**src/rtl/drc_pkg.sv**
```systemverilog
// Purpose: constants for the 256K x 1 dram controller (host end of the strobe interface)
// Assumes: 250 MHz clock, fastest speed grade timing used as defaults
// Notes:   times are kept in ns (or us) as printed, cycle counts are derived from them
package drc_pkg;
	localparam int CLK_PERIOD_NS      = 4;
	localparam int ADDR_W             = 18;
	localparam int MUX_W              = 9;
	// speed-grade times in ns, refresh window and power-up pause in us, plus row and cycle counts
	localparam int RANDOM_CYCLE_MIN_NS = 190;
	localparam int ROW_TO_COL_DELAY_NS = 25;
	localparam int ROW_TO_COL_MAX_NS   = 50;
	localparam int CBR_COL_SETUP_NS    = 10;
	localparam int CBR_COL_HOLD_NS     = 30;
	localparam int PAGE_CYCLE_MIN_NS   = 100;
	localparam int ROW_ACCESS_TIME_NS  = 100;
	localparam int ROW_PULSE_MIN_NS    = 100;
	localparam int ROW_PULSE_MAX_NS    = 10000;
	localparam int ROW_PRECHARGE_NS    = 80;
	localparam int COL_PULSE_MIN_NS    = 50;
	localparam int COL_PRECHARGE_NS    = 40;
	localparam int REFRESH_PERIOD_US   = 4000;
	localparam int REFRESH_ROWS        = 256;
	localparam int POWERUP_PAUSE_US    = 200;
	localparam int INIT_CYCLES         = 8;
	// least times round up, longest round down
	localparam int T_RCD     = (ROW_TO_COL_DELAY_NS + CLK_PERIOD_NS - 1) / CLK_PERIOD_NS;
	localparam int T_RCD_MAX = ROW_TO_COL_MAX_NS / CLK_PERIOD_NS;
	localparam int T_CSR     = (CBR_COL_SETUP_NS + CLK_PERIOD_NS - 1) / CLK_PERIOD_NS;
	localparam int T_CHR     = (CBR_COL_HOLD_NS + CLK_PERIOD_NS - 1) / CLK_PERIOD_NS;
	localparam int T_RAC     = (ROW_ACCESS_TIME_NS + CLK_PERIOD_NS - 1) / CLK_PERIOD_NS;
	localparam int T_RAS     = (ROW_PULSE_MIN_NS + CLK_PERIOD_NS - 1) / CLK_PERIOD_NS;
	localparam int T_RAS_MAX = ROW_PULSE_MAX_NS / CLK_PERIOD_NS;
	localparam int T_RP      = (ROW_PRECHARGE_NS + CLK_PERIOD_NS - 1) / CLK_PERIOD_NS;
	localparam int T_CAS     = (COL_PULSE_MIN_NS + CLK_PERIOD_NS - 1) / CLK_PERIOD_NS;
	localparam int T_CP      = (COL_PRECHARGE_NS + CLK_PERIOD_NS - 1) / CLK_PERIOD_NS;
	localparam int T_RC      = (RANDOM_CYCLE_MIN_NS + CLK_PERIOD_NS - 1) / CLK_PERIOD_NS;
	localparam int T_PC      = (PAGE_CYCLE_MIN_NS + CLK_PERIOD_NS - 1) / CLK_PERIOD_NS;
	// refresh interval per row, rounded down; with the controller's extra reload cycle 256 rows run just past the window
	localparam int T_REFI    = (REFRESH_PERIOD_US * 1000 / REFRESH_ROWS) / CLK_PERIOD_NS;
	localparam int T_PWRUP   = (POWERUP_PAUSE_US * 1000) / CLK_PERIOD_NS;
	localparam int CNT_W     = 16;
	localparam int INIT_W    = 4;
	localparam logic [CNT_W-1:0] CNT_ONE = 16'h0001;
endpackage : drc_pkg

```
**src/rtl/drc_ctrl.sv**
```systemverilog
// Purpose: host controller driving a 256K x 1 dynamic ram through its strobe pins
// Assumes: one request at a time; timing counts from the fastest speed grade
// Notes:   refresh uses column-before-row cycles; a page keeps the row open
`timescale 1ns/1ps
`default_nettype none
module drc_ctrl #(
	parameter int REFI_CYC  = drc_pkg::T_REFI,
	parameter int PWRUP_CYC = drc_pkg::T_PWRUP,
	parameter int RASMX_CYC = drc_pkg::T_RAS_MAX
) (
	// clock and reset
	input  wire logic                       CLK,
	input  wire logic                       RESET,
	// user request
	input  wire logic                       REQ_VALID,
	input  wire logic                       REQ_WRITE,
	input  wire logic [drc_pkg::ADDR_W-1:0] REQ_ADDR,
	input  wire logic                       REQ_WDATA,
	input  wire logic                       REQ_PAGE,
	output logic                            REQ_READY,
	output logic                            RSP_VALID,
	output logic                            RSP_RDATA,
	output logic                            INIT_DONE,
	// dram pins
	output logic [drc_pkg::MUX_W-1:0]       MUXED_ADDR,
	output logic                            ROW_STROBE_N,
	output logic                            COL_STROBE_N,
	output logic                            WRITE_STROBE_N,
	output logic                            DATA_IN,
	input  wire logic                       DATA_OUT
);
	typedef enum logic [3:0] {
		S_BOOT, S_PWRUP, S_IDLE, S_ROW, S_COL, S_COLW, S_PAGE, S_PRE,
		S_CBR_SET, S_CBR_HOLD, S_CBR_RAS
	} drc_state_e;

	// local copies of the package widths so size casts stay plain
	localparam int CNT_W  = drc_pkg::CNT_W;
	localparam int INIT_W = drc_pkg::INIT_W;

	drc_state_e                   st_q, st_d;
	logic [drc_pkg::MUX_W-1:0]    addr_q, addr_d;
	logic                         ras_q, ras_d, cas_q, cas_d, we_q, we_d, din_q, din_d;
	logic                         rdy_q, rdy_d, rv_q, rv_d, rd_q, rd_d, init_q, init_d;
	logic                         wr_q, wr_d;
	logic [drc_pkg::INIT_W-1:0]   icnt_q, icnt_d;
	logic [drc_pkg::CNT_W-1:0]    refc_q, refc_d;
	logic                         rfpend_q, rfpend_d;
	logic [drc_pkg::CNT_W-1:0]    rasc_q, rasc_d;
	logic [drc_pkg::CNT_W-1:0]    rcc_q, rcc_d;
	logic                         tload;
	logic [drc_pkg::CNT_W-1:0]    tval;
	logic                         tdone;

	// one interval timer serves every strobe phase
	drc_timer u_timer (
		.clk   (CLK),
		.reset (RESET),
		.load  (tload),
		.value (tval),
		.done  (tdone)
	);

	// main sequencer: one strobe phase per state, every phase ended by the timer
	always_comb begin
		st_d     = st_q;
		addr_d   = addr_q;
		ras_d    = ras_q;
		cas_d    = cas_q;
		we_d     = we_q;
		din_d    = din_q;
		rdy_d    = 1'b0;
		rv_d     = 1'b0;
		rd_d     = rd_q;
		init_d   = init_q;
		wr_d     = wr_q;
		icnt_d   = icnt_q;
		tload    = 1'b0;
		tval     = '0;
		// refresh tick: one row due every REFI_CYC+1 cycles, so at the default 256 rows take 1000192 cycles, just over 4 ms
		refc_d   = (refc_q == '0) ? CNT_W'(REFI_CYC) : refc_q - drc_pkg::CNT_ONE;
		rfpend_d = rfpend_q | (refc_q == '0);
		// row-open time, checked against the maximum pulse width
		rasc_d   = ras_q ? '0 : rasc_q + drc_pkg::CNT_ONE;
		rcc_d    = (rcc_q == '0) ? '0 : rcc_q - drc_pkg::CNT_ONE;
		case (st_q)
			S_BOOT: begin
				// the timer comes out of reset at zero, so the pause is loaded here
				tload = 1'b1;
				tval  = CNT_W'(PWRUP_CYC);
				st_d  = S_PWRUP;
			end
			S_PWRUP: begin
				if (tdone) begin
					st_d   = S_CBR_SET;
					cas_d  = 1'b0;
					tload  = 1'b1;
					tval   = CNT_W'(drc_pkg::T_CSR);
				end
			end
			S_IDLE: begin
				// start-up refreshes run back to back; a tick in this cycle stays pending
				if ((rfpend_q || !init_q) && rcc_q == '0) begin
					rfpend_d = (refc_q == '0);
					st_d     = S_CBR_SET;
					cas_d    = 1'b0;
					tload    = 1'b1;
					tval     = CNT_W'(drc_pkg::T_CSR);
				end else if (REQ_VALID && init_q && rcc_q == '0) begin
					rdy_d  = 1'b1;
					addr_d = REQ_ADDR[drc_pkg::ADDR_W-1:drc_pkg::MUX_W];
					rcc_d  = CNT_W'(drc_pkg::T_RC);
					st_d   = S_ROW;
					ras_d  = 1'b0;
					wr_d   = REQ_WRITE;
					din_d  = REQ_WDATA;
					we_d   = ~REQ_WRITE;
					tload  = 1'b1;
					tval   = CNT_W'(drc_pkg::T_RCD);
					rd_d   = REQ_ADDR[0];
				end
			end
			S_ROW: begin
				// column taken once, one cycle after accept, so the caller may move on
				if (rdy_q) begin
					addr_d = REQ_ADDR[drc_pkg::MUX_W-1:0];
				end
				if (tdone) begin
					cas_d = 1'b0;
					st_d  = S_COL;
					tload = 1'b1;
					tval  = CNT_W'(drc_pkg::T_RAC - drc_pkg::T_RCD);
				end
			end
			S_COL: begin
				if (tdone) begin
					if (!wr_q) begin
						rv_d = 1'b1;
						rd_d = DATA_OUT;
					end
					// column released so the device floats its output
					cas_d = 1'b1;
					we_d  = 1'b1;
					st_d  = S_COLW;
					tload = 1'b1;
					tval  = CNT_W'(drc_pkg::T_CP);
				end
			end
			S_COLW: begin
				if (tdone) begin
					// a hit is taken only while two whole page cycles remain before the row-open limit
					if (REQ_VALID && REQ_PAGE && !rfpend_q &&
					    (rasc_q < CNT_W'(RASMX_CYC - drc_pkg::T_PC - drc_pkg::T_PC))) begin
						// page hit: new column while the row stays open
						rdy_d  = 1'b1;
						wr_d   = REQ_WRITE;
						din_d  = REQ_WDATA;
						we_d   = ~REQ_WRITE;
						addr_d = REQ_ADDR[drc_pkg::MUX_W-1:0];
						st_d   = S_PAGE;
						tload  = 1'b1;
						tval   = CNT_W'(drc_pkg::T_PC - drc_pkg::T_CAS - drc_pkg::T_CP);
					end else begin
						ras_d = 1'b1;
						st_d  = S_PRE;
						tload = 1'b1;
						tval  = CNT_W'(drc_pkg::T_RP);
					end
				end
			end
			S_PAGE: begin
				if (tdone) begin
					cas_d = 1'b0;
					st_d  = S_COL;
					tload = 1'b1;
					tval  = CNT_W'(drc_pkg::T_CAS);
				end
			end
			S_PRE: begin
				if (tdone) begin
					st_d = S_IDLE;
				end
			end
			S_CBR_SET: begin
				if (tdone) begin
					ras_d = 1'b0;
					st_d  = S_CBR_HOLD;
					tload = 1'b1;
					tval  = CNT_W'(drc_pkg::T_CHR);
				end
			end
			S_CBR_HOLD: begin
				if (tdone) begin
					cas_d = 1'b1;
					st_d  = S_CBR_RAS;
					tload = 1'b1;
					tval  = CNT_W'(drc_pkg::T_RAS - drc_pkg::T_CHR);
				end
			end
			S_CBR_RAS: begin
				if (tdone) begin
					ras_d = 1'b1;
					rcc_d = CNT_W'(drc_pkg::T_RC);
					st_d  = S_PRE;
					tload = 1'b1;
					tval  = CNT_W'(drc_pkg::T_RP);
					// count the eight start-up refresh cycles; device steps its own row counter
					if (!init_q) begin
						icnt_d = icnt_q + 1'b1;
						init_d = (icnt_q == INIT_W'(drc_pkg::INIT_CYCLES - 1));
					end
				end
			end
			default: begin
				st_d = S_IDLE;
			end
		endcase
	end

	// register every state and pin so outputs come straight from flops
	always_ff @(posedge CLK) begin
		if (RESET) begin
			st_q     <= S_BOOT;
			addr_q   <= '0;
			ras_q    <= 1'b1;
			cas_q    <= 1'b1;
			we_q     <= 1'b1;
			din_q    <= 1'b0;
			rdy_q    <= 1'b0;
			rv_q     <= 1'b0;
			rd_q     <= 1'b0;
			init_q   <= 1'b0;
			wr_q     <= 1'b0;
			icnt_q   <= '0;
			refc_q   <= '0;
			rfpend_q <= 1'b0;
			rasc_q   <= '0;
			rcc_q    <= '0;
		end else begin
			st_q     <= st_d;
			addr_q   <= addr_d;
			ras_q    <= ras_d;
			cas_q    <= cas_d;
			we_q     <= we_d;
			din_q    <= din_d;
			rdy_q    <= rdy_d;
			rv_q     <= rv_d;
			rd_q     <= rd_d;
			init_q   <= init_d;
			wr_q     <= wr_d;
			icnt_q   <= icnt_d;
			refc_q   <= refc_d;
			rfpend_q <= rfpend_d;
			rasc_q   <= rasc_d;
			rcc_q    <= rcc_d;
		end
	end

	// pin and status outputs
	assign MUXED_ADDR     = addr_q;
	assign ROW_STROBE_N   = ras_q;
	assign COL_STROBE_N   = cas_q;
	assign WRITE_STROBE_N = we_q;
	assign DATA_IN        = din_q;
	assign REQ_READY      = rdy_q;
	assign RSP_VALID      = rv_q;
	assign RSP_RDATA      = rd_q;
	assign INIT_DONE      = init_q;
endmodule : drc_ctrl
`default_nettype wire

```
**src/rtl/drc_timer.sv**
```systemverilog
// Purpose: down counter timing strobe intervals for the dram controller
// Assumes: load takes priority over counting
// Notes:   done is high while the count is zero
`timescale 1ns/1ps
`default_nettype none
module drc_timer (
	// clock and reset
	input  wire logic                      clk,
	input  wire logic                      reset,
	// control
	input  wire logic                      load,
	input  wire logic [drc_pkg::CNT_W-1:0] value,
	// status
	output logic                           done
);
	logic [drc_pkg::CNT_W-1:0] cnt_q;
	logic [drc_pkg::CNT_W-1:0] cnt_d;

	// next count: reload or step toward zero
	always_comb begin
		cnt_d = cnt_q;
		if (load) begin
			cnt_d = value;
		end else if (cnt_q != '0) begin
			cnt_d = cnt_q - drc_pkg::CNT_ONE;
		end
	end

	always_ff @(posedge clk) begin
		if (reset) begin
			cnt_q <= '0;
		end else begin
			cnt_q <= cnt_d;
		end
	end

	assign done = (cnt_q == '0);
endmodule : drc_timer
`default_nettype wire

```
**config.mk**
```make
export PLATFORM = sky130hd
export DESIGN_NAME = drc_ctrl
export DESIGN_NICKNAME = d
export VERILOG_FILES = /design/src/rtl/drc_pkg.sv /design/src/rtl/drc_ctrl.sv /design/src/rtl/drc_timer.sv
export SDC_FILE = /design/constraint.sdc
export NUM_CORES = 1
export LEC_CHECK = 0
export ABC_AREA = 1
export BUFFER_PORTS_ARGS = -buffer_cell sky130_fd_sc_hd__buf_2
export CORE_AREA = 2 2 97 99
export CTS_BUF_LIST = sky130_fd_sc_hd__clkbuf_8
export DETAILED_ROUTE_END_ITERATION = 7
export DIE_AREA = 0 0 99 101
export PLACE_DENSITY_LB_ADDON = 0.1
export SLEW_MARGIN = 25
export SYNTH_ARGS = -nofsm -noshare
export SYNTH_HDL_FRONTEND = slang
export SYNTH_HIERARCHICAL = 1
export SYNTH_SLANG_ARGS = --single-unit
export TNS_END_PERCENT = 20
```
**constraint.sdc**
```tcl
create_clock -name CLK -period 3 [get_ports CLK]
set_input_delay 0.6 -clock CLK [delete_from_list [all_inputs] [get_ports CLK]]
set_output_delay 0.6 -clock CLK [all_outputs]
set_load 0.01 [all_outputs]
```
# Word level (Yosys, flattened, before mapping)
# Index checks and enable logic that the tools add are counted.
[totals]
ff_bits = 91
output_inout_bits = 17
[op_classes]
addsub = 5
eq_ne = 29
magnitude_cmp = 1
n_mux = 79
n_bitwise = 5
n_reduce_logical = 37
[ops]
columns = ["operator", "n"]
rows = [
  ["16-bit one-hot mux with 10 select lines", 1],
  ["16-bit 2-to-1 mux", 6],
  ["4-bit 2-to-1 mux", 13],
  ["16-bit zero test", 3],
  ["16-bit by 1-bit subtractor with 16-bit output (second input constant)", 3],
  ["9-bit 2-to-1 mux", 5],
  ["4-bit one-hot mux with 10 select lines", 1],
  ["1-bit 2-to-1 mux", 34],
  ["16-bit one-hot mux with 2 select lines", 1],
  ["2-bit inequality test (second input constant)", 14],
  ["9-bit one-hot mux with 3 select lines", 1],
  ["5-bit 2-to-1 mux", 5],
  ["4-bit by 3-bit equality test with 1-bit output (second input constant)", 5],
  ["16-bit by 1-bit adder with 16-bit output (second input constant)", 1],
  ["16-bit by 12-bit less-than comparator with 1-bit output (second input constant)", 1],
  ["16-bit nonzero test", 1],
  ["4-bit equality test (second input constant)", 3],
  ["12-bit 2-to-1 mux", 1],
  ["6-bit AND reduction", 2],
  ["5-bit AND reduction", 2],
  ["1-bit one-hot mux with 3 select lines", 3],
  ["9-bit AND reduction", 1],
  ["3-bit nonzero test", 3],
  ["4-bit by 2-bit equality test with 1-bit output (second input constant)", 2],
  ["23 further kinds", 44],
]

# Depth between registers and ports, before layout
# Gate-level depths: netlist of the first run.
[logic_depth]
ltp_word = 7
mapped_depth = 16
ltp_nobuf = 15

# Modules after synthesis
# Netlist of the first run, hierarchy kept.
[modules_own_cells]
columns = ["mod", "area_each_um2", "n_inst", "cells_per_inst"]
rows = [
  ["drc_ctrl", 4073.9, 1, 632],
  ["drc_timer", 1128.6, 1, 178],
]

# Least setup slack after synthesis of the first run
# OpenSTA, ideal clock, no wires.
[synth_path]
path_type = "flip-flop to flip-flop"
startpoint = "register u_timer/cnt_q[0] (netlist name)"
endpoint = "register u_timer/cnt_q[2] (netlist name)"
period_less_slack_ns = 2.586
t_required_ns = 2.872
n_path_buf = 2
path_stages_with_launch = 16
arrival_time_ns = 2.459
path_slack_ns = 0.414
cell_sequence = "dfxtp_1 -> inv_1 -> ha_1 -> nand2_4 -> nor2_8 -> nand4_4 -> inv_2 -> clkbuf_1 -> inv_2 -> nand2_1 -> nand2_1 -> a21oi_1 -> clkbuf_1 -> nor2_1 -> a22oi_1 -> nor2_1"
[synth_between]
elab_chain_len = 4
elab_cells_between_ends = 12
[synth_lines]
columns = ["item", "line", "rtl"]
rows = [
  ["start, declared", "drc_timer.sv:16", "logic [drc_pkg::CNT_W-1:0] cnt_q;"],
  ["start signal, assigned", "drc_timer.sv:33", "cnt_q <= cnt_d;"],
  ["16-bit zero test *", "drc_timer.sv:37", "assign done = (cnt_q == '0);"],
  ["net tdone", "drc_ctrl.sv:53", "logic tdone;"],
  ["1-bit 2-to-1 mux *", "drc_ctrl.sv:150", "if (tdone) begin"],
  ["1-bit one-hot mux with 3 select lines *", "drc_ctrl.sv:86", "case (st_q)"],
  ["net tload", "drc_ctrl.sv:51", "logic tload;"],
  ["16-bit 2-to-1 mux / 2-bit nonzero test (equally long branches)", "-", ""],
]
# The timed path passes the listed nets; every way through them passes the cells marked *. The select of a mux whose other input is x is not followed.
# A chain may end at the register's enable or synchronous reset.

# Worst setup path in the final report of the first run
[layout_path]
startpoint = "register u_timer/cnt_q[0] (netlist name)"
endpoint = "register u_timer/cnt_q[0] (netlist name)"
# Same word-level chain as after synthesis.

==> impl_results.md, run 1 <==
- Status: finished, final reports clean
- Ordered list of cells on the worst path: inv_1, ha_1, nand2_4, nor2_8, nand4_4, inv_2, inv_2, nand2_1, nand2_1, a21oi_1, buf_4, nand2_1, o21ai_0, nand2_1, a21oi_1
- Worst-path clk slew: 100 ps
- YS warnings: 6
- Synth Instances: 810
- Pwr dens: about 1100 nW/um^2
- CP arrival: 2960 ps
- Max VDD drop: about 0.57 mV
- Routed wire per std cell: 12.3 um
- Worst skew pair latency: 360 ps
- # setup viols final: 0
- Yosys top cell area share: 35.0%
- Met2 wire length: approximately 5700 um
- DRT met1 WL: 5730 um
- Post-synth top area cell: dfxtp_1
- Row cnt: 35
- Area contributors post-synth: dfxtp_1 (35%), nand2_1 (16%), nor2_1 (8.1%), inv_1 (8.0%), nand3_1 (5.3%)
- Iteration-0 DRC Markers: 213
- Area grow syn2layout: 10.5%
- Vias: slightly above 5,000
- ANT cells: 0
- Clock Tree Root: clkbuf_8
- Sum Neg Setup Slack: 0 ps
- CP Data Required Time: 3300 ps
- Total track usage: 24.8%
- Slowest stage delay, CP: 350 ps
- EDFF count, synth: 0
- Ys async rst share: 0%
- Drt drc: 0
- Total Wirelength: 12,000 um
- Top-count cell post-synth: nand2_1
- Mean Syn Cell Area: 6.42 sq um
- DP Wirelength: 9070 um
- Drt pass-1 iters: 5
- Largest net degree at the start of global routing: 22
- Max-cap viol count: 0
- Setup Skew: 11.5 ps
- CTS tree: yes
- Crit path time final: 2660 ps
- Final Hold Viols: 0
- Post-synth top flop: dfxtp_1
- GPL Wtd Cong: between 0.9 and 1
- Worst-Margin Slew: 584 ps
- Post-CTS Setup Repair Bufs: 0
- First-pass GRT wire length: 20,700 um
- Die ar.: 10000 sq um
- Pins over their slew limit: 0
- Maximum clock frequency: between 300 and 400 MHz
- Clock buffer depth: 2
- Global route overflow: 0
- Depth of the CTS H-tree: 3
- RSZ-0062 raised after global routing: no
- # port buffers: 41
- Share of cells above drive strength 1: 12.5%
- Met3 WL: around 440 um
- Initial antenna violation count: 0
- Yosys cell types: 42
- Leak: 2.79 nW
- Final period util: 88.6%
- Vias per cell: 5.18
- Final core occ: 64.1%
- Final ANT Viol Nets: 0
- Register area share after synthesis: 35.0%
- Critical Path Fanout Max: 21
- Top post-synthesis cells by count: nand2_1 (216), nor2_1 (112), inv_1 (111), dfxtp_1 (91), nand3_1 (55)
- Uppermost routed layer: met4
- Clk sinks: 91
- Most used cell, CP: nand2_1
- Startpoint types: flop
- HP Class: reg2reg
- Crit. End Element: flop
- Chip width: 99 um
- Relative slew slack: between 60% and 70%
- Initial core utilization: 58.0%
- Cell Area, Synth: 5200 sq um
- Flops & latches, synth: 91
- Nets: 889
- CTS resizes: 0
- WS Path Type: reg2reg
- CTS Buf Count: 9
- Design Power: between 0.006 and 0.007 W
- Number of I/O pins: 42
- CP top delay family: simple AND/OR/NAND/NOR gates
- Slowest stage cell, crit path: dfxtp_1
- Core box area: between 8000 and 9000 sq um
- Die height: 101 um
- Number of global-route vias before repair: roughly 4,700
- Hold buffer count at cts: 0
- WP buf/inv: 4
==> cell families (layout without fill, tap and decap cells) <==
| group | after synthesis | count (layout) | synth area share [%] |
|---|---|---|---|
| and+or+nand+nor | 472 | 472 | 41.8 |
| DFF | 91 | 91 | 35.0 |
| AOI/OAI and AO/OA | 88 | 88 | 8.92 |
| buffers and inverters | 136 | 184 | 10.1 |
| adders and majority gates | 6 | 6 | 1.44 |
| other | 1 | 6 | 0.0721 |
| xor gates and xnor gates | 16 | 16 | 2.69 |
==> state kept, by name (all words and copies together) (netlist names) <==
signal / cells
rasc_q: 16
rcc_q: 16
refc_q: 16
u_timer/cnt_q: 16
MUXED_ADDR: 9
icnt_q: 4
st_q: 4
COL_STROBE_N: 1
DATA_IN: 1
INIT_DONE: 1
REQ_READY: 1
ROW_STROBE_N: 1
RSP_RDATA: 1
RSP_VALID: 1
WRITE_STROBE_N: 1
rfpend_q: 1
wr_q: 1
==> worst reg2reg max path: stages, from the launching register on <==
cell and delay, ps:
dfxtp_1 350, inv_1 90, ha_1 240, nand2_4 110, nor2_8 140, nand4_4 140
inv_2 180, inv_2 120, nand2_1 140, nand2_1 140, a21oi_1 270, buf_4 300
nand2_1 90, o21ai_0 80, nand2_1 70, a21oi_1 130
==> per-layer routing <==
| layer | track usage, % | up-vias |
|---|---|---|
| li1 | - | 2660 |
| met1 | 32.9 | 2289 |
| met2 | 42.3 | 91 |
| met3 | 4.16 | 10 |
| met4 | 5.80 | 0 |
| met5 | 0 | - |
==> placed cells by master, fill, tap and decap left out, types with 3 or more instances in the layout <==
cell,netlist,layout
nand3_1,55,55
inv_1,111,111
a21oi_1,45,45
nor2_4,7,7
nor2_1,112,112
clkbuf_8,0,10
buf_4,2,4
nand2_4,3,3
ha_1,6,6
a31oi_1,3,3
xnor2_1,9,9
o21ai_0,28,28
xor2_1,7,7
nand2_1,216,216
nand4_1,28,28
inv_2,9,9
o21ai_1,4,4
conb_1,1,6
nand2_2,7,7
nor3_1,19,19
buf_2,3,41
dfxtp_1,91,91
nor2_2,9,9
==> per-stage QoR <==
step	instances	instance area, sq um	hold WS, ps	setup WS, ps
after floorplan	815	5220	413	414
after global placement	958	5540	424	501
after global routing	974	5750	482	58.0
after CTS	974	5750	471	342
final	974	5750	460	342
after detailed placement	958	5540	452	372
==> worst paths after layout <==
kind | start | to | slack [ps] | cells past startpoint
worst max-delay path | u_timer/cnt_q[0] | u_timer/cnt_q[0] | 340 | 15
worst min-delay path | refc_q[0] | refc_q[0] | 460 | 1
worst max register to register | u_timer/cnt_q[0] | u_timer/cnt_q[0] | 340 | 15
worst min register to register | refc_q[0] | refc_q[0] | 460 | 1
==> where the power goes <==
group | internal (W) | switching [W]
Clock | 0.000426 | 0.000484
Sequential | 0.00161 | 0.000340
Combinational | 0.00131 | 0.00241
Total | 0.00334 | 0.00323
==> cell type report <==
cell class | instances | area (sq um)
Sequential cell | 91 | 1820
Clock inverter | 6 | 77.6
Tap cell | 111 | 139
Multi-Input combinational cell | 588 | 2880
Fill cell | 812 | 3230
Inverter | 123 | 464
Timing Repair Buffer | 45 | 235
Clock buffer | 10 | 138
No activity file was read; power rests on OpenSTA's default activity.
==> run 2, diff against run 1 <==
--- a/config.mk
+++ b/config.mk
@@ -7,10 +7,10 @@
 export LEC_CHECK = 0
 export ABC_AREA = 1
 export BUFFER_PORTS_ARGS = -buffer_cell sky130_fd_sc_hd__buf_2
-export CORE_AREA = 2 2 97 99
+export CORE_AREA = 2 2 100 92
 export CTS_BUF_LIST = sky130_fd_sc_hd__clkbuf_8
 export DETAILED_ROUTE_END_ITERATION = 7
-export DIE_AREA = 0 0 99 101
+export DIE_AREA = 0 0 102 94
 export PLACE_DENSITY_LB_ADDON = 0.1
 export SLEW_MARGIN = 25
 export SYNTH_ARGS = -nofsm -noshare
==> impl_results.md, run 2 (same netlist as run 1, synthesis figures left out) <==
- Final period util: 90.4% (was 88.6%)
- Hold Slack: 452 ps (was 460 ps)
- Vias: 5,028 (was 5,050)
- Area grow syn2layout: 11.1% (was 10.5%)
- Drt drc: 0 (unchanged)
- Worst Hold End: refc_q[0] (unchanged)
- Switching share of power: 48.1% (was 49.2%)
- Pwr dens: 1140 nW/um^2 (about the same)
- Share of cells above drive strength 1: 12.5% (unchanged)
- Worst-Margin Slew: 584 ps (about the same)
- Largest net degree at the start of global routing: 33 (was 22)
- Max VDD drop: 0.534 mV (was 0.567 mV)
- Die height: 94 um (was 101 um)
- Net Switching: 0.00318 W (was 0.00323 W)
- Clock Tree Root: clkbuf_8 (unchanged)
- CTS Buf Count: 9 (unchanged)
- Sum Neg Setup Slack: 0 ps (unchanged)
- CTS resizes: 0 (unchanged)
- Chip width: 102 um (was 99 um)
- Setup Skew: 8.36 ps (was 11.5 ps)
- RSZ-0062 raised after global routing: no (unchanged)
- Register Area: 1820 sq um (unchanged)
- ANT cells: 0 (unchanged)
- Commonest cells after routing, fill and taps aside: nand2_1 (216), nor2_1 (112), inv_1 (111) (unchanged)
- Design Power: 0.00662 W (was 0.00658 W)
- WS Path Type: reg2reg (unchanged)
- Number of global-route vias before repair: 4,476 (was 4,655)
- Relative slew slack: 60.9% (about the same)
- Startpoint types: flop (unchanged)
- Reg-to-reg critical path endpoint: u_timer/cnt_q[0] (unchanged)
- R2R setup slack: 290 ps (was 340 ps)
- Worst-path clk slew: 90 ps (was 100 ps)
- Crit. End Element: flop (unchanged)
- Commonest non-fill, non-tap cell in the layout: nand2_1 (unchanged)
- Vias per cell: 5.12 (was 5.18)
- Critical Path Fanout Max: 21 (unchanged)
- Final ANT Viol Nets: 0 (unchanged)
- CP Data Required Time: 3310 ps (was 3300 ps)
- Nets: 889 (unchanged)
- Pins over their slew limit: 0 (unchanged)
- Routed wire per std cell: 11.9 um (was 12.3 um)
- Clk sinks: 91 (unchanged)
- Number of I/O pins: 42 (unchanged)
- HP Class: reg2reg (unchanged)
- Worst hold start: refc_q[0] (unchanged)
- Combinational power share: 56.1% (was 56.5%)
- Status: finished, final reports clean (unchanged)
- CP arrival: 3020 ps (was 2960 ps)
- Leak: 2.80 nW (was 2.79 nW)
- Initial core utilization: 61.3% (was 58.0%)
- Final Hold Viols: 0 (unchanged)
- # setup viols final: 0 (unchanged)
- CTS tree: yes (unchanged)
- Crit path time final: 2710 ps (was 2660 ps)
- Iteration-0 DRC Markers: 231 (was 213)
- DP Wirelength: 8810 um (was 9070 um)
- Worst skew pair latency: 370 ps (was 360 ps)
- Hold Path Stages: 1 (unchanged)
- GPL Wtd Cong: 0.901 (was 0.933)
- Global route overflow: 0 (unchanged)
- Internal power: 0.00344 W (was 0.00334 W)
- Worst R2R Path Depth: 15 (unchanged)
- Area occupied by multi-input gates: 2880 sq um (unchanged)
- Final core occ: 68.1% (was 64.1%)
- Initial antenna violation count: 0 (unchanged)
- Drt pass-1 iters: 7 (was 5)
- Maximum clock frequency: 369 MHz (was 376 MHz)
- Clock buffer depth: 2 (unchanged)
- Core box area: 8490 sq um (was 8980 sq um)
- Depth of the CTS H-tree: 3 (unchanged)
- Clk pwr share: 14.4% (was 13.8%)
- Total Wirelength: 11,700 um (was 12,000 um)
- Die ar.: 9590 sq um (was 10000 sq um)
- Reg power frac: 29.5% (was 29.7%)
- Hold buffer count at cts: 0 (unchanged)
- Total track usage: 26.1% (was 24.8%)
- First-pass GRT wire length: 20,200 um (was 20,700 um)
- # port buffers: 41 (unchanged)
- Fill cells: 791 (was 812)
- RR Startpoint: u_timer/cnt_q[0] (unchanged)
- Row cnt: 32 (was 35)
- Post-CTS Setup Repair Bufs: 0 (unchanged)
- Max-cap viol count: 0 (unchanged)
==> run 2: stage by stage <==
step	std cells	setup slack, ps	cell area [sq um]
finish	982	288	5780
global route	982	27.2	5780
CTS	982	343	5780
detailed placement	966	371	5550
global placement	966	493	5550
floorplan	815	414	5220
==> run 2: how the worst max path moves through the flow <==
stage / depth (start not counted) / endpoint / from / slack (ps)
5_1_grt: 15 / u_timer/cnt_q[0] / u_timer/cnt_q[0] / 30
2_1_floorplan: 15 / u_timer/cnt_q[2] / u_timer/cnt_q[0] / 410
4_1_cts: 14 / u_timer/cnt_q[2] / u_timer/cnt_q[0] / 340
6_report: 15 / u_timer/cnt_q[0] / u_timer/cnt_q[0] / 290
3_3_place_gp: 14 / u_timer/cnt_q[6] / u_timer/cnt_q[0] / 490
3_5_place_dp: 14 / u_timer/cnt_q[2] / u_timer/cnt_q[0] / 370
==> run 2: area by class of cell <==
type	count	area share, %
Clock buffer	11	2.62
Clock inverter	5	1.45
Inverter	123	8.03
Multi-Input combinational cell	588	49.7
Sequential cell	91	31.5
Tap cell	119	2.58
Timing Repair Buffer	45	4.07
==> run 2: power by group through the flow <==
stage	clock network [W]	registers (W)	logic, W
after floorplan	0	0.00193	0.00295
after global placement	0	0.00196	0.00357
after detailed placement	0	0.00197	0.00368
after CTS	0.000975	0.00195	0.00370
after global routing	0.00102	0.00202	0.00425
final	0.000954	0.00195	0.00371
==> run 2: metal layers <==
metal | track usage (%) | share of wire [%] | wire length [um]
met1 | 35.2 | 49 | 5750
met2 | 42.5 | 46 | 5380
met3 | 5.51 | 4.2 | 488
met4 | 6.44 | 0.96 | 113
met5 | 0 | 0 | 0
==> run 2: critical path, cell delays in order, from the launching register on <==
cell and delay, ps:
dfxtp_1 350, inv_1 100, ha_1 240, nand2_4 110, nor2_8 150, nand4_4 140
inv_2 190, inv_2 120, nand2_1 130, nand2_1 150, a21oi_1 280, buf_4 300
nand2_1 90, o21ai_0 80, nand2_1 70, a21oi_1 130
==> run 3, diff against run 2 <==
--- a/config.mk
+++ b/config.mk
@@ -12,6 +12,7 @@
 export DETAILED_ROUTE_END_ITERATION = 7
 export DIE_AREA = 0 0 102 94
 export PLACE_DENSITY_LB_ADDON = 0.1
+export RECOVER_POWER = 25
 export SLEW_MARGIN = 25
 export SYNTH_ARGS = -nofsm -noshare
 export SYNTH_HDL_FRONTEND = slang
==> impl_results.md, run 3 (same netlist as run 1, synthesis figures left out) <==
- Status: finished, final reports clean (unchanged)
- Fill cells: 801 (was 791)
- Drt drc: 0 (unchanged)
- CTS resizes: 0 (unchanged)
- ANT cells: 0 (unchanged)
- Final ANT Viol Nets: 0 (unchanged)
- Worst Hold End: refc_q[0] (unchanged)
- Final period util: 90.0% (was 90.4%)
- Vias: 5,043 (was 5,028)
- CP Data Required Time: 3260 ps (was 3310 ps)
- Commonest non-fill, non-tap cell in the layout: nand2_1 (unchanged)
- R2R setup slack: 300 ps (was 290 ps)
- Critical Path Fanout Max: 21 (unchanged)
- Vias per cell: 5.14 (was 5.12)
- CP arrival: 2950 ps (was 3020 ps)
- CTS Buf Count: 9 (unchanged)
- Die ar.: 9590 sq um (unchanged)
- Worst-path clk slew: 90 ps (about the same)
- Total track usage: 26.1% (unchanged)
- Startpoint types: flop (unchanged)
- First-pass GRT wire length: 20,200 um (unchanged)
- Post-CTS Setup Repair Bufs: 0 (unchanged)
- Final Worst Setup Slack: 301 ps (was 288 ps)
- Final Hold Viols: 0 (unchanged)
- Maximum clock frequency: 370 MHz (was 369 MHz)
- Global route overflow: 0 (unchanged)
- Initial core utilization: 61.3% (unchanged)
- Pins over their slew limit: 0 (unchanged)
- Relative slew slack: 60.7% (was 60.9%)
- Total Wirelength: 11,700 um (about the same)
- Number of global-route vias before repair: 4,476 (unchanged)
- Setup Skew: 8.31 ps (was 8.36 ps)
- Depth of the CTS H-tree: 3 (unchanged)
- Sum Neg Setup Slack: 0 ps (unchanged)
- Clock Tree Root: clkbuf_8 (unchanged)
- Commonest cells after routing, fill and taps aside: nand2_1 (216), nor2_1 (112), inv_1 (111) (unchanged)
- Area grow syn2layout: 10.7% (was 11.1%)
- Hold Path Stages: 1 (unchanged)
- Worst-Margin Slew: 587 ps (was 584 ps)
- DP Wirelength: 8810 um (unchanged)
- Clk sinks: 91 (unchanged)
- Die height: 94 um (unchanged)
- Initial antenna violation count: 0 (unchanged)
- Pwr dens: 1150 nW/um^2 (was 1140 nW/um^2)
- Worst R2R Path Depth: 14 (was 15)
- Share of cells above drive strength 1: 10.7% (was 12.5%)
- Leak: 2.74 nW (was 2.80 nW)
- RSZ-0062 raised after global routing: no (unchanged)
- Worst skew pair latency: 370 ps (about the same)
- CTS tree: yes (unchanged)
- Max VDD drop: 0.535 mV (was 0.534 mV)
- Row cnt: 32 (unchanged)
- Core box area: 8490 sq um (unchanged)
- Crit. End Element: flop (unchanged)
- Register Area: 1820 sq um (unchanged)
- Number of I/O pins: 42 (unchanged)
- GPL Wtd Cong: 0.901 (unchanged)
- Routed wire per std cell: 12.0 um (was 11.9 um)
- Max-cap viol count: 0 (unchanged)
- Design Power: 0.00660 W (was 0.00662 W)
- Hold buffer count at cts: 0 (unchanged)
- Pre-CTS setup slack: 371 ps (unchanged)
- Nets: 889 (unchanged)
- HP Class: reg2reg (unchanged)
- WS Path Type: reg2reg (unchanged)
- Clock buffer depth: 2 (unchanged)
- Iteration-0 DRC Markers: 269 (was 231)
- Largest net degree at the start of global routing: 33 (unchanged)
- # port buffers: 41 (unchanged)
- Worst hold start: refc_q[0] (unchanged)
- # setup viols final: 0 (unchanged)
- Area occupied by multi-input gates: 2880 sq um (unchanged)
- Reg-to-reg critical path endpoint: u_timer/cnt_q[2] (was u_timer/cnt_q[0])
- RR Startpoint: u_timer/cnt_q[0] (unchanged)
- Crit path time final: 2700 ps (was 2710 ps)
- Chip width: 102 um (unchanged)
- Drt pass-1 iters: 7 (unchanged)
## run 3: how the worst max path moves through the flow
| stage | startpoint | end | cells past startpoint |
|---|---|---|---|
| after detailed placement | u_timer/cnt_q[0] | u_timer/cnt_q[2] | 14 |
| after global routing | u_timer/cnt_q[0] | u_timer/cnt_q[0] | 15 |
| final | u_timer/cnt_q[0] | u_timer/cnt_q[2] | 14 |
| after floorplan | u_timer/cnt_q[0] | u_timer/cnt_q[2] | 15 |
| after global placement | u_timer/cnt_q[0] | u_timer/cnt_q[6] | 14 |
| after CTS | u_timer/cnt_q[0] | u_timer/cnt_q[2] | 14 |
## run 3: where the power goes
part | switching [W] | internal [W] | leakage (nW)
Sequential | 0.000342 | 0.00161 | 0.745
Combinational | 0.00240 | 0.00129 | 1.88
Clock | 0.000434 | 0.000517 | 0.112
Total | 0.00318 | 0.00342 | 2.74
## run 3: through the flow
stage                     hold slack [ps]  area [sq um]  cells  utilization (%)
after floorplan                       413          5220    815                -
after CTS                             457          5780    982             68.1
after global routing                  476          5760    982             67.8
after detailed placement              443          5550    966             65.3
after global placement                431          5550    966             65.3
final                                 452          5760    982             67.8
## run 3: layer usage
layer | GRT usage, % | vias up | routed length, um
met5 | 0 | - | 0
met4 | 6.44 | 0 | 113
met3 | 5.51 | 11 | 576
met2 | 42.5 | 100 | 5400
met1 | 35.2 | 2268 | 5650
li1 | - | 2664 | -
## run 3: worst max-delay path, stage by stage (launching register included)
cell     delay [ps]
dfxtp_1         350
inv_1           110
ha_1            240
nand2_4         110
nor2_8          150
nand4_4         140
inv_2           190
inv_2           130
nand2_1         130
nand2_1         150
a21oi_1         270
buf_4           300
nor2_1           80
a22oi_1         180
nor2_1           50
## run 3: layout make-up
type / instances / share of cell area, %
Sequential cell: 91 / 31.6
Clock buffer: 11 / 2.63
Timing Repair Buffer: 45 / 3.69
Multi-Input combinational cell: 588 / 49.9
Clock inverter: 5 / 1.46
Inverter: 123 / 8.06
Tap cell: 119 / 2.59
